[config.mk]
export PLATFORM = sky130hd
export DESIGN_NAME = cpw_channel
export DESIGN_NICKNAME = d
export VERILOG_FILES = /design/src/hdl/cpw_pkg.sv /design/src/hdl/cpw_channel.sv /design/src/hdl/cpw_prescaler.sv /design/src/hdl/cpw_byte_pair.sv
export SDC_FILE = /design/constraint.sdc
export NUM_CORES = 1
export LEC_CHECK = 0
export BUFFER_PORTS_ARGS = -buffer_cell sky130_fd_sc_hd__buf_2
export CORE_MARGIN = 4
export CORE_UTILIZATION = 50
export DETAILED_ROUTE_END_ITERATION = 10
export PLACE_DENSITY = 0.69
export SYNTH_ARGS = -nofsm -noshare
export SYNTH_HDL_FRONTEND = slang
export SYNTH_SLANG_ARGS = --single-unit
[constraint.sdc]
create_clock -name clock -period 5.08 [get_ports clock]
set_clock_uncertainty 0.05 [all_clocks]
set_input_delay 0.254 -clock clock [delete_from_list [all_inputs] [get_ports clock]]
set_output_delay 0.254 -clock clock [all_outputs]
set_load 0.03 [all_outputs]
[src/hdl/cpw_pkg.sv]
// Purpose: Shared constants for the center/edge PWM channel.
// Assumes: 8-bit register port, 16-bit counter, one 20 MHz clock.
// Notes: Byte offsets index an 8-bit register space of sixteen slots.
package cpw_pkg;

    // Register offsets on the plain register port
    localparam logic [3:0] CPW_ADDR_CTRL = 4'h0;
    localparam logic [3:0] CPW_ADDR_CNT_H = 4'h1;
    localparam logic [3:0] CPW_ADDR_CNT_L = 4'h2;
    localparam logic [3:0] CPW_ADDR_MOD_H = 4'h3;
    localparam logic [3:0] CPW_ADDR_MOD_L = 4'h4;
    localparam logic [3:0] CPW_ADDR_CHV_H = 4'h5;
    localparam logic [3:0] CPW_ADDR_CHV_L = 4'h6;
    localparam logic [3:0] CPW_ADDR_STATUS = 4'h7;
    localparam logic [3:0] CPW_ADDR_CHE_H = 4'h8;
    localparam logic [3:0] CPW_ADDR_CHE_L = 4'h9;

    // Control field positions
    localparam int CPW_CTRL_PS_LSB = 0;
    localparam int CPW_CTRL_CS_LSB = 3;
    localparam int CPW_CTRL_CENTER = 5;
    localparam logic [7:0] CPW_CTRL_MASK = 8'h3F;

    // Status field positions
    localparam int CPW_STAT_DIR = 0;
    localparam int CPW_STAT_OUT = 1;
    localparam int CPW_STAT_CENTER = 2;
    localparam int CPW_STAT_RUN = 3;

    // Values after reset
    localparam logic [7:0] CPW_CTRL_RESET = 8'h00;
    localparam logic [15:0] CPW_CNT_RESET = 16'h0000;
    localparam logic [15:0] CPW_PAIR_RESET = 16'h0000;
    localparam logic [6:0] CPW_DIV_RESET = 7'h00;

    // Modulo of zero lets the counter run the full 16-bit range
    localparam logic [15:0] CPW_FULL_RANGE = 16'hFFFF;

endpackage : cpw_pkg

[src/hdl/cpw_channel.sv]
// Purpose: One PWM channel with its 16-bit up/down timer counter.
// Assumes: Register port on the bus clock; reads answer one cycle later.
// Notes: Output level lives in one flip-flop changed only by compares.
//
// The register addresses and the strobed register port are this design's own decisions.
`timescale 1ns/1ps

// Behaviour
// RQ1: Center mode, channel equal to modulo holds output active: full duty.
// RQ2: Channel value with top bit set keeps output inactive all period.
// RQ3: Center mode, channel one below modulo gives near-full duty.
// RQ4: Center mode, new channel value waits for next period start.
// RQ5: Change to zero while counting up finishes period with old value.
// RQ6: Center mode period starts with down-count half, then up-count.
// RQ7: Center pulse lasts twice channel value; change from zero waits.
// RQ8: Edge mode, zero to nonzero adds one more empty period.
// RQ9: Prescale divider not cleared when prescale setting changes.
// RQ10: Prescale select pattern 0:0:1 divides the timer clock by two.
// RQ11: Software bumps channel equal to modulo, for modulo below 0x7FFF.
// RQ12: Software writes a negative value rather than zero for 0% duty.
// RQ13: Software may halve prescale, double modulo and channel values.
// RQ14: Center counter runs up to modulo, down to zero; period doubles.
// RQ15: Output flip-flop cleared at reset, changed only by compare events.
// RQ16: Counter reset leaves direction alone; may count down from zero.
// RQ17: Channel and modulo held as byte pairs, compared every tick.
module cpw_channel
    import cpw_pkg::*;
(
    input wire logic clock,
    input wire logic rst,
    input wire logic [3:0] addr,
    input wire logic [7:0] wr_data,
    input wire logic wr_en,
    input wire logic rd_en,
    output logic [7:0] rd_data,
    output logic pwm_out
);

    typedef struct packed {
        logic [7:0] ctrl;
        logic [15:0] cnt;
        logic dir_down;
        logic [15:0] ch_eff;
        logic out;
        logic [7:0] rdata;
    } cpw_chan_state_t;

    cpw_chan_state_t s;
    cpw_chan_state_t next_s;

    logic [15:0] modulo_pair;
    logic [15:0] channel_value_pair;
    logic [2:0] prescale_select;
    logic [1:0] clock_source_select;
    logic center;
    logic run;
    logic tick;

    assign prescale_select = s.ctrl[CPW_CTRL_PS_LSB +: 3];
    assign clock_source_select = s.ctrl[CPW_CTRL_CS_LSB +: 2];
    assign center = s.ctrl[CPW_CTRL_CENTER];
    // Any non-zero source selection starts the counter
    assign run = (clock_source_select != 2'b00);

    assign rd_data = s.rdata;
    assign pwm_out = s.out;

    cpw_byte_pair u_modulo (
        .clock(clock),
        .rst(rst),
        .wr_hi(wr_en && (addr == CPW_ADDR_MOD_H)),
        .wr_lo(wr_en && (addr == CPW_ADDR_MOD_L)),
        .wdata(wr_data),
        .value(modulo_pair)
    );

    cpw_byte_pair u_channel (
        .clock(clock),
        .rst(rst),
        .wr_hi(wr_en && (addr == CPW_ADDR_CHV_H)),
        .wr_lo(wr_en && (addr == CPW_ADDR_CHV_L)),
        .wdata(wr_data),
        .value(channel_value_pair)
    );

    cpw_prescaler u_prescaler (
        .clock(clock),
        .rst(rst),
        .run(run),
        .prescale_select(prescale_select),
        .tick(tick)
    );

    always_comb begin
        logic [15:0] top;
        logic [15:0] cnt_n;
        logic dir_n;
        logic start;
        logic [15:0] ch_n;
        logic neg;

        top = CPW_FULL_RANGE;
        cnt_n = s.cnt;
        dir_n = s.dir_down;
        start = 1'b0;
        ch_n = s.ch_eff;
        neg = 1'b0;
        next_s = s;
        next_s.rdata = 8'h00;

        if (modulo_pair != 16'h0000) begin
            top = modulo_pair;
        end

        if (wr_en && (addr == CPW_ADDR_CTRL)) begin
            next_s.ctrl = wr_data & CPW_CTRL_MASK;
        end

        if (rd_en) begin
            case (addr)
                CPW_ADDR_CTRL: begin
                    next_s.rdata = s.ctrl;
                end
                CPW_ADDR_CNT_H: begin
                    next_s.rdata = s.cnt[15:8];
                end
                CPW_ADDR_CNT_L: begin
                    next_s.rdata = s.cnt[7:0];
                end
                CPW_ADDR_MOD_H: begin
                    next_s.rdata = modulo_pair[15:8];
                end
                CPW_ADDR_MOD_L: begin
                    next_s.rdata = modulo_pair[7:0];
                end
                CPW_ADDR_CHV_H: begin
                    next_s.rdata = channel_value_pair[15:8];
                end
                CPW_ADDR_CHV_L: begin
                    next_s.rdata = channel_value_pair[7:0];
                end
                CPW_ADDR_STATUS: begin
                    next_s.rdata[CPW_STAT_DIR] = s.dir_down;
                    next_s.rdata[CPW_STAT_OUT] = s.out;
                    next_s.rdata[CPW_STAT_CENTER] = center;
                    next_s.rdata[CPW_STAT_RUN] = run;
                end
                CPW_ADDR_CHE_H: begin
                    next_s.rdata = s.ch_eff[15:8];
                end
                CPW_ADDR_CHE_L: begin
                    next_s.rdata = s.ch_eff[7:0];
                end
                default: begin
                    next_s.rdata = 8'h00;
                end
            endcase
        end

        if (tick && center) begin
            // RQ14 up then down
            if (s.dir_down) begin
                cnt_n = s.cnt - 16'h0001;
            end else begin
                cnt_n = s.cnt + 16'h0001;
            end
            // RQ6 period opens at top
            if (!s.dir_down && (cnt_n == top)) begin
                dir_n = 1'b1;
                start = 1'b1;
            end
            if (s.dir_down && (cnt_n == 16'h0000)) begin
                dir_n = 1'b0;
            end

            // RQ4 load only at start
            // RQ5 old value kept mid-period
            if (start) begin
                ch_n = channel_value_pair;
            end
            neg = ch_n[15];

            if (start) begin
                // RQ2 negative forces inactive
                if (neg) begin
                    next_s.out = 1'b0;
                // RQ1 full duty at modulo
                end else if (ch_n >= top) begin
                    next_s.out = 1'b1;
                end
            end

            // RQ7 set going down, clear going up
            // RQ3 modulo minus one still matches
            // RQ15 level moves on compare only
            if (!neg && (cnt_n == ch_n)) begin
                next_s.out = dir_n;
            end

            next_s.cnt = cnt_n;
            next_s.dir_down = dir_n;
            next_s.ch_eff = ch_n;
        end else if (tick) begin
            if (s.cnt == top) begin
                start = 1'b1;
                cnt_n = 16'h0000;
            end else begin
                cnt_n = s.cnt + 16'h0001;
            end

            if (start) begin
                next_s.ch_eff = channel_value_pair;
                // RQ8 late update gives empty period
                if ((s.ch_eff == 16'h0000) && (channel_value_pair != 16'h0000)
                    && !channel_value_pair[15]) begin
                    next_s.out = 1'b0;
                // RQ2 negative forces inactive
                end else if (channel_value_pair[15]) begin
                    next_s.out = 1'b0;
                end else begin
                    next_s.out = (channel_value_pair != 16'h0000);
                end
            // RQ15 clear on channel match
            end else if (!s.ch_eff[15] && (cnt_n == s.ch_eff)) begin
                next_s.out = 1'b0;
            end

            next_s.cnt = cnt_n;
        end

        // RQ16 counter cleared, direction kept
        if (wr_en && ((addr == CPW_ADDR_CNT_H)
            || (addr == CPW_ADDR_CNT_L))) begin
            next_s.cnt = CPW_CNT_RESET;
        end
    end

    always_ff @(posedge clock) begin
        if (rst) begin
            s.ctrl <= CPW_CTRL_RESET;
            s.cnt <= CPW_CNT_RESET;
            s.dir_down <= 1'b0;
            s.ch_eff <= CPW_PAIR_RESET;
            s.out <= 1'b0;
            s.rdata <= 8'h00;
        end else begin
            s <= next_s;
        end
    end

endmodule : cpw_channel

[src/hdl/cpw_prescaler.sv]
// Purpose: Divides the bus clock into a one-cycle timer tick.
// Assumes: run and prescale_select come from logic on the same clock.
// Notes: Divider state survives a change of division on purpose.
`timescale 1ns/1ps

module cpw_prescaler
    import cpw_pkg::*;
(
    input wire logic clock,
    input wire logic rst,
    input wire logic run,
    input wire logic [2:0] prescale_select,
    output logic tick
);

    typedef struct packed {
        logic [6:0] div;
    } cpw_div_state_t;

    cpw_div_state_t s;
    cpw_div_state_t next_s;
    logic [7:0] span;
    logic [6:0] mask;

    // RQ10 divide by power of two
    assign span = 8'h01 << prescale_select;
    assign mask = 7'(span - 8'h01);
    assign tick = run && ((s.div & mask) == mask);

    always_comb begin
        next_s = s;
        // RQ9 divider cleared only by reset
        if (run) begin
            next_s.div = s.div + 7'h01;
        end
    end

    always_ff @(posedge clock) begin
        if (rst) begin
            s.div <= CPW_DIV_RESET;
        end else begin
            s <= next_s;
        end
    end

endmodule : cpw_prescaler

[src/hdl/cpw_byte_pair.sv]
// Purpose: Holds one 16-bit setting written as two byte halves.
// Assumes: Each half is written by its own one-cycle strobe.
// Notes: No coherency latch; software writes high then low.
`timescale 1ns/1ps

module cpw_byte_pair
    import cpw_pkg::*;
(
    input wire logic clock,
    input wire logic rst,
    input wire logic wr_hi,
    input wire logic wr_lo,
    input wire logic [7:0] wdata,
    output logic [15:0] value
);

    typedef struct packed {
        logic [7:0] hi;
        logic [7:0] lo;
    } cpw_pair_state_t;

    cpw_pair_state_t s;
    cpw_pair_state_t next_s;

    assign value = {s.hi, s.lo};

    always_comb begin
        next_s = s;
        // RQ17 byte halves kept
        if (wr_hi) begin
            next_s.hi = wdata;
        end
        if (wr_lo) begin
            next_s.lo = wdata;
        end
    end

    always_ff @(posedge clock) begin
        if (rst) begin
            s <= CPW_PAIR_RESET;
        end else begin
            s <= next_s;
        end
    end

endmodule : cpw_byte_pair

Yosys cells after proc, flatten, opt, wreduce, memory -nomap -nowiden

Cells that the tools add are included.
W data, S select, Z words.

Flip-flop bits (word level): 87
Logic and storage cells: 97
Input port bits: 16
Output and inout port bits: 9

Order comparisons: 1
Add/subtract/negate cells: 4
Mux-type cells: 30
Bitwise logic cells: 2
Shift operators: 1
Reductions and logical operators: 32
Equality and inequality tests: 16

Operators by type and width:

| kind                    | count |
|---|---|
| $mux W16                | 11 |
| $eq A16 B16 Y1          | 4 |
| $pmux W4 S10            | 1 |
| $pmux W4 S9             | 1 |
| $mux W17                | 2 |
| $logic_not A16 Y1       | 2 |
| $reduce_bool A16 Y1     | 2 |
| $add A16 B1 Y16 const B | 1 |
| $eq A4 B3 Y1 const B    | 4 |
| $ge A16 B16 Y1          | 1 |
| $sub A16 B1 Y16 const B | 1 |
| $mux W1                 | 15 |
| $logic_and A1 B1 Y1     | 14 |
| $eq A4 B2 Y1 const B    | 2 |
| $eq A4 B4 Y1 const B    | 2 |
| $add A7 B1 Y7 const B   | 1 |
| $and A7 B7 Y7           | 1 |
| $eq A7 B7 Y1            | 1 |
| $shl A1 B3 Y7 const A   | 1 |
| $sub A7 B1 Y7 const B   | 1 |
| $reduce_bool A2 Y1      | 3 |
| $eq A4 B1 Y1 const B    | 1 |
| $logic_not A1 Y1        | 4 |
| $logic_not A4 Y1        | 1 |
| other kinds (8)         | 9 |

Longest topological paths before layout

Gate-level depths: netlist (run 1).

Depth in word-level cells: 19
Mapped depth: 25
Mapped depth without buffers: 23

Cells and area by module

A second synthesis (run 1) with hierarchy kept.

Cell total of the unflattened synthesis: 939
Area total of the unflattened synthesis: 7,636.1 um^2

By module, submodules not included:

| module        | area an instance (um^2) | cells each | instances |
|---|---|---|---|
| cpw_channel   | 6,143.4                 | 796        | 1 |
| cpw_byte_pair | 579.3                   | 52         | 2 |
| cpw_prescaler | 334.1                   | 39         | 1 |

Worst setup path before layout (run 1)

No wires, ideal clock.

Kind: flip-flop to flip-flop
Start point: reg u_modulo.s, in the netlist u_modulo.value[8]
End point: reg s, in the netlist pwm_out
Path buffers: 1
Setup slack: -259 ps
Period minus slack after synthesis: 5,339 ps
Cell stages (with the launch flop): 23
Arrival: 5,166 ps
Cell sequence: dfxtp_1 -> nor4_2 -> a41oi_2 -> xnor3_1 -> a2111oi_0 -> o211ai_1 -> nand4b_1 -> nor3_4 -> clkbuf_1 -> mux2i_1 -> ha_1 -> nand2b_1 -> a21o_1 -> a21o_1 -> a21o_1 -> a21o_1 -> a21o_1 -> a21o_1 -> a21oi_1 -> nor3_1 -> o21ai_0 -> a31oi_1 -> mux2i_1

Word-level cells in the longest chain between the ends: 12

Ends and longest elaborated chain:

| what                                                    | RTL line            | source |
|---|---|---|
| from (decl)                                             | cpw_byte_pair.sv:22 | `cpw_pair_state_t s;` |
| from (signal assigned)                                  | cpw_byte_pair.sv:42 | `s <= next_s;` |
| $reduce_bool A16 Y1                                     | cpw_channel.sv:111  | `if (modulo_pair != 16'h0000) begin` |
| $mux W16 *                                              | cpw_channel.sv:111  |  |
| branches (longest 10 deep; another with $ge A16 B16 Y1) | -                   |  |
| to (signal assigned)                                    | cpw_channel.sv:247  | `s <= next_s;` |
| to (decl)                                               | cpw_channel.sv:48   | `cpw_chan_state_t s;` |

Mark *: on every way between the ends. The select of a mux whose other input is x is not followed.
A chain may end at the register's enable or synchronous reset.

Worst setup path in the final report (run 1)

Start point: reg u_modulo.s, in the netlist u_modulo.value[4]
End point: reg s, in the netlist pwm_out

The elaborated chain is that of the path after synthesis.

==> flow_summary.json, run 1 <==
{
  "status": "completed",
  "pre_cts_ws_ps": 138,
  "synth_nets": 962,
  "clk_pin_slew_ps": 70,
  "slew_headroom_pct": 41.0,
  "worst_r2r_endpoint": "pwm_out$_SDFFE_PP0P_",
  "hold_violations": 0,
  "cap_violations": 0,
  "nFillCells": 1284,
  "crit_path_max_incr_delay_ps": 390,
  "layout-drive-gt1-share_pct": 20.4,
  "syn_inst": 926,
  "initial_core_util_pct": 50.7,
  "slew_viol_final": 0,
  "gp_congestion": 1.05,
  "internal_power_mw": 1.15,
  "syn_area_per_cell_um2": 7.93,
  "dieArea_mm2": 0.0167,
  "synth_edf_count": 0,
  "vias": 7926,
  "fp.dieW_um": 129,
  "met1_length_um": 11300,
  "route.met2.wl_um": 12000,
  "antenna_found_initial": 0,
  "grt_max_degree": 67,
  "ys_types": 79,
  "regArea_mm2": 0.00174,
  "crit_type": "reg2reg",
  "dp_cells": 1143,
  "worst_pin_slew_ps": 874,
  "irDropWorstVdd_uv": 168,
  "clockPowerShare_pct": 39.9,
  "netlist_area_mm2": 0.00734,
  "grt.overflow.total": 0,
  "path_buf_inv": 3,
  "io_pins": 25,
  "die_h_um": 129,
  "post_drt_via_cell_ratio": 6.79,
  "antenna_cells": 0,
  "grt_pass1_wl_um": 42600,
  "crit_slowest_cell": "a2111oi_2",
  "path_delay_family": "compound AO/OA/AOI/OAI gates",
  "required_ps": 5280,
  "ys_ff_latch": 87,
  "nNetsFinal": 1014,
  "fp-row-count": 44,
  "dp_hpwl_um": 21200,
  "firstDrtPassIters": 7,
  "topRoutingLayerUsed": "met4",
  "r2r_start": "u_modulo.value[4]$_SDFFE_PP0P_",
  "yosysSeqAreaShare_pct": 23.7,
  "fin_crit_ps": 4920,
  "wl_um": 28200,
  "clockRootBuffer": "clkbuf_16",
  "coreArea_mm2": 0.0145,
  "setup_ws_ps": 158,
  "synth-xor-area-share_pct": 10.6,
  "power_density_mw_per_mm2": 194,
  "power_switching_share_pct": 30.8,
  "critical_path_arrival_ps": 5120,
  "drc": 0,
  "cts.path.max_buffers": 2,
  "end_kind": "flip-flop",
  "seqPwrFrac_pct": 42.1,
  "track_usage_pct": 33.2,
  "comb_power_share_pct": 18.1,
  "portBuffers": 24,
  "clkLatencyLatePin_ps": 360,
  "switching_power_mw": 0.510,
  "critPathLaunchType": "flip-flop",
  "worstPathCellList": "nor4_4 > buf_4 > buf_4 > a41oi_2 > xnor2_1 > a2111oi_2 > o211ai_1 > nand4b_1 > buf_4 > o31ai_2 > nand2_1 > ha_1 > a21o_1 > a21o_1 > a21o_1 > a21o_1 > a21o_1 > a21o_1 > a21oi_1 > nor3_1 > o21ai_1 > a31oi_1 > mux2i_1",
  "critical_path.max_fanout": 13,
  "synthFlopType": "dfxtp_1",
  "totalNegativeSetupSlack_ps": 0,
  "ant_nets": 0,
  "period_share_pct": 96.9,
  "worst_hold_startpoint": "wr_data[2]",
  "synth_top_family_by_area": "simple AND/OR/NAND/NOR gates",
  "avgRoutedWirePerCell_um": 24.2,
  "muxShareOfSynthArea_pct": 12.0,
  "synthArstFlopShare_pct": 0,
  "drt_iter0_drc": 1143,
  "grt_pass1_vias": 7183,
  "synth_compound_area_share_pct": 19.4,
  "synthAdderAreaFrac_pct": 3.41,
  "setup_violations": 0,
  "cp_common_cell": "a21o_1",
  "stdcell_count": 1167,
  "rr_worst_depth": 23,
  "r2r_setup_slack_ps": 160,
  "timing.hold.worst_path_depth": 3,
  "hold_class": "in2reg",
  "tritoncts": "yes",
  "multi_input_area_mm2": 0.00537,
  "p_leak_nw": 3.39,
  "area_growth_pct": 16.6,
  "layout_commonest_cell": "nor2_1",
  "holdPathEnd": "prescale_select[2]$_SDFFE_PP0P_",
  "cts_sinks": 87,
  "yosys_warnings": 0,
  "final_cell_mix": "nor2_1, buf_4, dfxtp_1, mux2i_1, xnor2_1",
  "synthSimpleGateAreaFrac_pct": 24.8,
  "fmax_mhz": 203,
  "htree_levels": 3,
  "cts_buffers": 9,
  "wl_met3_um": 3430
}
registers in the layout (all words and copies together) (netlist names):
signal               flops
u_channel.value         16
clock_source_select      2
prescale_select          3
rd_data                  8
s                       33
pwm_out                  1
center                   1
u_modulo.value          16
u_prescaler.s            7
stage by stage:
stage | hold WS (ps) | total power, mW | area, um2 | utilization [%]
6_report | 177 | 1.66 | 8560 | 59.1
5_1_grt | 184 | 1.70 | 8560 | 59.1
4_1_cts | 171 | 1.63 | 8360 | 57.8
3_5_place_dp | 436 | 0.984 | 8070 | 55.8
3_3_place_gp | 428 | 0.984 | 8070 | 55.8
2_1_floorplan | 348 | 0.896 | 7400 | -
power by group through the flow:
stage	clock network, mW	logic, mW	registers, mW
floorplan	0	0.187	0.709
global placement	0	0.271	0.713
detailed placement	0	0.271	0.713
CTS	0.663	0.273	0.697
global route	0.689	0.317	0.698
finish	0.661	0.300	0.698
synthesized netlist by cell type (all sizes together), types with 8 or more instances:
cell,number,area (um2)
a211oi,8,65.1
a21o,8,60.1
a21oi,42,221
a22oi,12,90.1
a41oi,16,148
and3,11,68.8
buf,23,135
clkbuf,56,211
dfxtp,87,1740
ha,20,250
inv,25,93.8
mux2,13,146
mux2i,67,671
nand2,48,180
nand3,28,140
nand4,17,106
nor2,122,463
nor2b,12,75.1
nor3,30,161
nor4,32,246
o21ai,39,195
xnor2,58,508
xor2,26,228
cells by family after synthesis:
| kind of cell | count (synthesis) |
|---|---|
| AO/OA/AOI/OAI | 199 |
| AND/OR/NAND/NOR | 347 |
| buffers and inverters | 104 |
| adder cells (fa/ha/maj) | 20 |
| XOR/XNOR | 86 |
| flip-flops | 87 |
| multiplexers | 83 |
area by class of cell:
cell class,count,area share (%)
Multi-Input combinational cell,735,62.7
Timing Repair Buffer,120,9.82
Inverter,25,1.10
Tap cell,184,2.69
Clock inverter,7,0.731
Sequential cell,87,20.4
Clock buffer,9,2.63
layer usage:
layer,track usage [%],vias up
met4,16.2,0
met2,48.9,587
met3,7.63,129
met1,45.8,3690
met5,0,-
li1,-,3520
what timing repair did:
item / CTS / global route
gates resized for setup: 0 / 25
hold buffers: 0 / 0
endpoints found under the setup margin: 0 / 1
buffers inserted: 0 / 8
worst max-delay path by stage:
stage / slack (ps) / depth (start not counted) / endpoint / start
CTS: 110 / 24 / pwm_out$_SDFFE_PP0P_ / s[27]$_SDFFE_PP0P_
floorplan: 3 / 25 / pwm_out$_SDFFE_PP0P_ / s[27]$_SDFFE_PP0P_
global route: -130 / 23 / pwm_out$_SDFFE_PP0P_ / u_modulo.value[4]$_SDFFE_PP0P_
finish: 160 / 23 / pwm_out$_SDFFE_PP0P_ / u_modulo.value[4]$_SDFFE_PP0P_
detailed placement: 140 / 24 / pwm_out$_SDFFE_PP0P_ / s[26]$_SDFFE_PP0P_
global placement: 180 / 21 / pwm_out$_SDFFE_PP0P_ / u_modulo.value[7]$_SDFFE_PP0P_
worst reg2reg max path: stages (launching register included):
cell and delay, ps:
dfxtp_1 340, nor4_4 380, buf_4 170, buf_4 180, a41oi_2 170, xnor2_1 210, a2111oi_2 390, o211ai_1 170
nand4b_1 300, buf_4 210, o31ai_2 240, nand2_1 80, ha_1 280, a21o_1 180, a21o_1 190, a21o_1 180
a21o_1 170, a21o_1 170, a21o_1 170, a21oi_1 150, nor3_1 70, o21ai_1 120, a31oi_1 110, mux2i_1 150
Power figures use the tool's default switching activity.
==> run 2: changes to the inputs <==
--- a/config.mk
+++ b/config.mk
@@ -8,6 +8,7 @@
 export BUFFER_PORTS_ARGS = -buffer_cell sky130_fd_sc_hd__buf_2
 export CORE_MARGIN = 4
 export CORE_UTILIZATION = 50
+export CTS_BUF_LIST = sky130_fd_sc_hd__clkbuf_8
 export DETAILED_ROUTE_END_ITERATION = 10
 export PLACE_DENSITY = 0.69
 export SYNTH_ARGS = -nofsm -noshare
==> run 2 against run 1 <==
Net effect:
- wire length hardly changed
- global-route usage fell by 0.13 points
- clock power down 26%
- combinational power hardly changed
- non-clock buffer count shrank 1
- flip-flop and latch count is the same
- critical path depth is the same
- fmax down 1.2%
==> flow_summary.json, run 2 (synthesis results as in run 1) <==
{
  "status": "completed",
  "dp_cells": 1143,
  "coreArea_mm2": 0.0145,
  "cts_sinks": 87,
  "area_growth_pct": 15.6,
  "dp_hpwl_um": 21200,
  "tritoncts": "yes",
  "grt_max_degree": 67,
  "fmax_mhz": 201,
  "hold_violations": 0,
  "drc": 0,
  "r2r_setup_slack_ps": 100,
  "htree_levels": 3,
  "power_mw": 1.49,
  "setup_violations": 0,
  "grt_pass1_wl_um": 42500,
  "r2r_start": "u_modulo.value[4]$_SDFFE_PP0P_",
  "clk_pin_slew_ps": 100,
  "nNetsFinal": 1013,
  "utilization_pct": 58.6,
  "cts_hold_repair.buffers": 0,
  "rr_worst_depth": 23,
  "internal_power_mw": 0.994,
  "layout-drive-gt1-share_pct": 21.0,
  "required_ps": 5320,
  "wl_um": 28200,
  "hold_class": "in2reg",
  "firstDrtPassIters": 6,
  "fp.dieW_um": 129,
  "critPathLaunchType": "flip-flop",
  "fp-row-count": 44,
  "fin_crit_ps": 4980,
  "critical_path_arrival_ps": 5220,
  "slew_viol_final": 0,
  "track_usage_pct": 33.1,
  "p_leak_nw": 3.34,
  "crit_type": "reg2reg",
  "cts_buffers": 9,
  "cap_violations": 0,
  "power_density_mw_per_mm2": 175,
  "gp_congestion": 1.05,
  "antenna_found_initial": 0,
  "clkLatencyLatePin_ps": 400,
  "top_register": "s",
  "crit_end": "pwm_out$_SDFFE_PP0P_",
  "io_pins": 25,
  "stdcell_count": 1166,
  "end_kind": "flip-flop",
  "post_drt_via_cell_ratio": 6.81,
  "final_cell_mix": "nor2_1, buf_4, dfxtp_1, mux2i_1, xnor2_1",
  "ant_nets": 0,
  "clockPowerShare_pct": 32.9,
  "pre_cts_ws_ps": 138,
  "comb_power_share_pct": 20.2,
  "seqPwrFrac_pct": 46.9,
  "critical_path.max_fanout": 13,
  "dieArea_mm2": 0.0167,
  "worst_pin_slew_ps": 858,
  "grt.overflow.total": 0,
  "avgRoutedWirePerCell_um": 24.2,
  "fin_hold_ws_ps": 136,
  "initial_core_util_pct": 50.7,
  "cts.path.max_buffers": 2,
  "clockRootBuffer": "clkbuf_8",
  "largest_reg_flops": 33,
  "die_h_um": 129,
  "antenna_cells": 0,
  "portBuffers": 24,
  "vias": 7940,
  "irDropWorstVdd_uv": 110,
  "switching_power_mw": 0.494,
  "worst_r2r_endpoint": "pwm_out$_SDFFE_PP0P_",
  "startpoint": "u_modulo.value[4]$_SDFFE_PP0P_",
  "setup_ws_ps": 96.1,
  "layout_commonest_cell": "nor2_1",
  "slew_headroom_pct": 42.6,
  "power_switching_share_pct": 33.2,
  "grt_pass1_vias": 7143,
  "period_share_pct": 98.1,
  "drt_iter0_drc": 1029
}
[run 2: worst min-delay path by stage]
stage	from	cells past startpoint	slack (ps)	to
final	wr_data[2]	3	140	prescale_select[2]$_SDFFE_PP0P_
after global routing	wr_data[0]	3	150	prescale_select[0]$_SDFFE_PP0P_
after CTS	wr_data[2]	3	130	prescale_select[2]$_SDFFE_PP0P_
after detailed placement	u_prescaler.s[5]$_SDFFE_PP0N_	2	440	u_prescaler.s[5]$_SDFFE_PP0N_
after global placement	center$_SDFFE_PP0P_	2	430	center$_SDFFE_PP0P_
after floorplan	wr_data[5]	2	350	center$_SDFFE_PP0P_
[run 2: layout make-up]
type	count	area, um2
fillers	1302	5990
well taps	184	230
clock inverters	7	62.6
repair buffers	119	833
clock buffers	9	124
multi-input cells	735	5400
flip-flops and latches	87	1740
inverters	25	93.8
[run 2: worst max-delay path, cell delays in order (launching register included)]
cell       delay (ps)
dfxtp_1           350
nor4_4            390
buf_4             190
buf_4             190
a41oi_4           170
xnor2_2           190
a2111oi_2         390
o211ai_1          160
nand4b_1          300
buf_4             210
o31ai_2           240
nand2_1            80
ha_1              280
a21o_1            190
a21o_1            190
a21o_1            180
a21o_1            170
a21o_1            170
a21o_1            170
a21oi_1           150
nor3_1             70
o21ai_1           120
a31oi_1           110
mux2i_1           150
[run 2: layer usage]
| metal | track usage (%) | part of all wire (%) | vias up |
|---|---|---|---|
| li1 | - | - | 3514 |
| met2 | 48.7 | 42 | 547 |
| met5 | 0 | 0 | - |
| met3 | 8.70 | 12 | 158 |
| met1 | 45.1 | 40 | 3721 |
| met4 | 15.9 | 5.9 | 0 |
[run 2: power by group through the flow]
stage | registers (mW) | logic, mW | clock network, mW
6_report | 0.698 | 0.301 | 0.490
5_1_grt | 0.699 | 0.318 | 0.513
4_1_cts | 0.697 | 0.272 | 0.488
3_5_place_dp | 0.713 | 0.271 | 0
3_3_place_gp | 0.713 | 0.271 | 0
2_1_floorplan | 0.709 | 0.187 | 0
[run 2: stage by stage]
stage,setup TNS (ps),cell area [um2]
final,0,8490
after global routing,-158,8490
after CTS,0,8260
after detailed placement,0,8070
after global placement,0,8070
after floorplan,0,7400
[run 2: repair_timing]
action | CTS | global route
gates resized for setup | 0 | 33
buffers inserted | 0 | 7
setup endpoints to repair | 0 | 1
==> run 3: changes to the inputs <==
==> constraint.sdc (replaced) <==
create_clock -name clock -period 4.1 [get_ports clock]
set_clock_uncertainty 0.05 [all_clocks]
set_input_delay 0.205 -clock clock [delete_from_list [all_inputs] [get_ports clock]]
set_output_delay 0.205 -clock clock [all_outputs]
set_load 0.03 [all_outputs]
==> run 3 against run 2 <==
Net effect:
- the flow now finishes with violations (setup timing)
- critical path depth fell by 1
- non-clock buffer count rose by 57
- via count fell by 0.30%
- sequential share of layout area fell by 1.1 points
- first-iteration DRC count fell by 14%
- hold slack got worse by 53 ps
- fmax rose by 6.7%
- sequential power rose by 24%
- clock-buffer cell count did not move
- wire length rose by 0.93%
- critical endpoint unchanged
- highest routed layer unchanged
==> flow_summary.json, run 3 (synthesis results as in run 1) <==
{
  "seqPwrFrac_pct": 46.0,
  "cts.path.max_buffers": 2,
  "slew_headroom_pct": 46.0,
  "grt.overflow.total": 0,
  "vias": 7916,
  "nNetsFinal": 1070,
  "end_kind": "flip-flop",
  "worstPathCellList": "buf_4 > or4_4 > nor4_4 > and3_4 > o21ai_0 > a221oi_2 > nand4b_1 > nor3_4 > mux2i_1 > ha_1 > nand2b_1 > a21o_1 > a21o_1 > a21o_1 > a21o_1 > a21o_1 > a21o_1 > a21oi_2 > nor3_1 > o21ai_1 > a31oi_1 > mux2i_1",
  "die_h_um": 129,
  "drc": 0,
  "layout-drive-gt1-share_pct": 26.0,
  "required_ps": 4330,
  "grt_util_met3_pct": 7.50,
  "tritoncts": "yes",
  "portBuffers": 24,
  "slew_viol_final": 0,
  "busiest_layer": "met2",
  "rr_worst_depth": 22,
  "hold_class": "in2reg",
  "setup_violations": 1,
  "avgRoutedWirePerCell_um": 23.3,
  "fp-row-count": 44,
  "clk_pin_slew_ps": 110,
  "wl_um": 28500,
  "power_switching_share_pct": 32.9,
  "holdPathEnd": "u_modulo.value[14]$_SDFFE_PP0P_",
  "timing.hold.worst_path_depth": 3,
  "crit_path_max_incr_delay_ps": 590,
  "worst_r2r_endpoint": "pwm_out$_SDFFE_PP0P_",
  "gp_congestion": 1.04,
  "largest_reg_flops": 33,
  "firstDrtPassIters": 5,
  "htree_levels": 3,
  "ant_nets": 0,
  "stdcell_area_mm2": 0.00899,
  "worst_hold_startpoint": "wr_data[6]",
  "violations": "setup timing",
  "fin_crit_ps": 4670,
  "rsz0062_at_grt": "true",
  "switching_power_mw": 0.616,
  "postPlaceCellArea_mm2": 0.00856,
  "period_share_pct": 114,
  "layout_commonest_cell": "buf_4",
  "coreArea_mm2": 0.0145,
  "r2r_setup_slack_ps": -570,
  "clockPowerShare_pct": 32.3,
  "crit_slowest_cell": "or4_4",
  "dp_hpwl_um": 21800,
  "cts_buffers": 9,
  "antenna_found_initial": 0,
  "fin_hold_ws_ps": 83.1,
  "path_buf_inv": 1,
  "critical_path.max_fanout": 7,
  "worst_pin_slew_ps": 807,
  "clkLatencyLatePin_ps": 380,
  "grt_pass1_vias": 7246,
  "top_register": "s",
  "cts_hold_repair.buffers": 0,
  "post_drt_via_cell_ratio": 6.47,
  "critical_path_arrival_ps": 4900,
  "path_delay_family": "simple AND/OR/NAND/NOR gates",
  "drt_iter0_drc": 881,
  "critPathLaunchType": "flip-flop",
  "area_growth_pct": 22.4,
  "grt_pass1_wl_um": 43400,
  "crit_type": "reg2reg",
  "irDropWorstVdd_uv": 188,
  "comb_power_share_pct": 21.6,
  "clockRootBuffer": "clkbuf_8",
  "fp.dieW_um": 129,
  "internal_power_mw": 1.26,
  "hold_violations": 0,
  "cp_common_cell": "a21o_1",
  "dieArea_mm2": 0.0167,
  "power_density_mw_per_mm2": 209,
  "final_cell_mix": "buf_4, nor2_1, dfxtp_1, mux2i_1, xnor2_1",
  "fmax_mhz": 214,
  "cts_sinks": 87,
  "cap_violations": 0,
  "r2r_start": "s[26]$_SDFFE_PP0P_",
  "p_leak_nw": 3.62,
  "track_usage_pct": 34.1,
  "initial_core_util_pct": 50.7,
  "met1_usage_pct": 46.5,
  "status": "finished with violations",
  "gr-usage-met2_pct": 51.5,
  "io_pins": 25,
  "setup_ws_ps": -571,
  "antenna_cells": 0,
  "grt_max_degree": 50
}
## run 3: worst max-delay path by stage
| stage | end | cells after the start | slack (ps) | startpoint |
|---|---|---|---|---|
| 5_1_grt | pwm_out$_SDFFE_PP0P_ | 22 | -830 | s[26]$_SDFFE_PP0P_ |
| 2_1_floorplan | pwm_out$_SDFFE_PP0P_ | 25 | -760 | s[27]$_SDFFE_PP0P_ |
| 6_report | pwm_out$_SDFFE_PP0P_ | 22 | -570 | s[26]$_SDFFE_PP0P_ |
| 3_5_place_dp | pwm_out$_SDFFE_PP0P_ | 22 | -680 | s[26]$_SDFFE_PP0P_ |
| 4_1_cts | pwm_out$_SDFFE_PP0P_ | 23 | -520 | s[27]$_SDFFE_PP0P_ |
| 3_3_place_gp | pwm_out$_SDFFE_PP0P_ | 21 | -600 | s[25]$_SDFFE_PP0P_ |
## run 3: metrics by stage
| step | std cells | utilization (%) | setup TNS [ps] | power, mW | setup WS (ps) |
|---|---|---|---|---|---|
| 2_1_floorplan | 926 | - | -763 | 1.11 | -763 |
| 3_3_place_gp | 1200 | 59.1 | -604 | 1.25 | -604 |
| 3_5_place_dp | 1200 | 59.1 | -678 | 1.26 | -678 |
| 4_1_cts | 1219 | 61.4 | -522 | 1.86 | -522 |
| 5_1_grt | 1223 | 62.1 | -828 | 1.95 | -828 |
| 6_report | 1223 | 62.1 | -571 | 1.88 | -571 |
## run 3: cell type report
cell class	instances	area, um2
flip-flops and latches	87	1750
repair buffers	176	1280
clock inverters	7	65.1
multi-input cells	735	5450
inverters	25	96.3
well taps	184	230
clock buffers	9	124
fillers	1294	5490
## run 3: timing repair
action                     in CTS  in global routing
hold endpoints to repair        0                  0
setup endpoints to repair       1                  1
setup buffers                   3                  4
pin swaps                      12                  5
resized for setup              23                 11
## run 3: tightest hold or removal path, cell delays in order
cell	delay, ps
buf_2	130
mux2i_1	80
nor2_1	70
## run 3: per-layer routing
metal  wire length, um  part of all wire (%)
met1             11800                    41
met2             12500                    44
met3              2770                   9.7
met4              1430                   5.0
met5                 0                     0
## run 3: power by group through the flow
stage	sequential, mW	combinational, mW	clock (mW)
3_5_place_dp	0.883	0.372	0
4_1_cts	0.863	0.386	0.613
3_3_place_gp	0.883	0.370	0
6_report	0.864	0.406	0.606
2_1_floorplan	0.878	0.233	0
5_1_grt	0.865	0.431	0.651
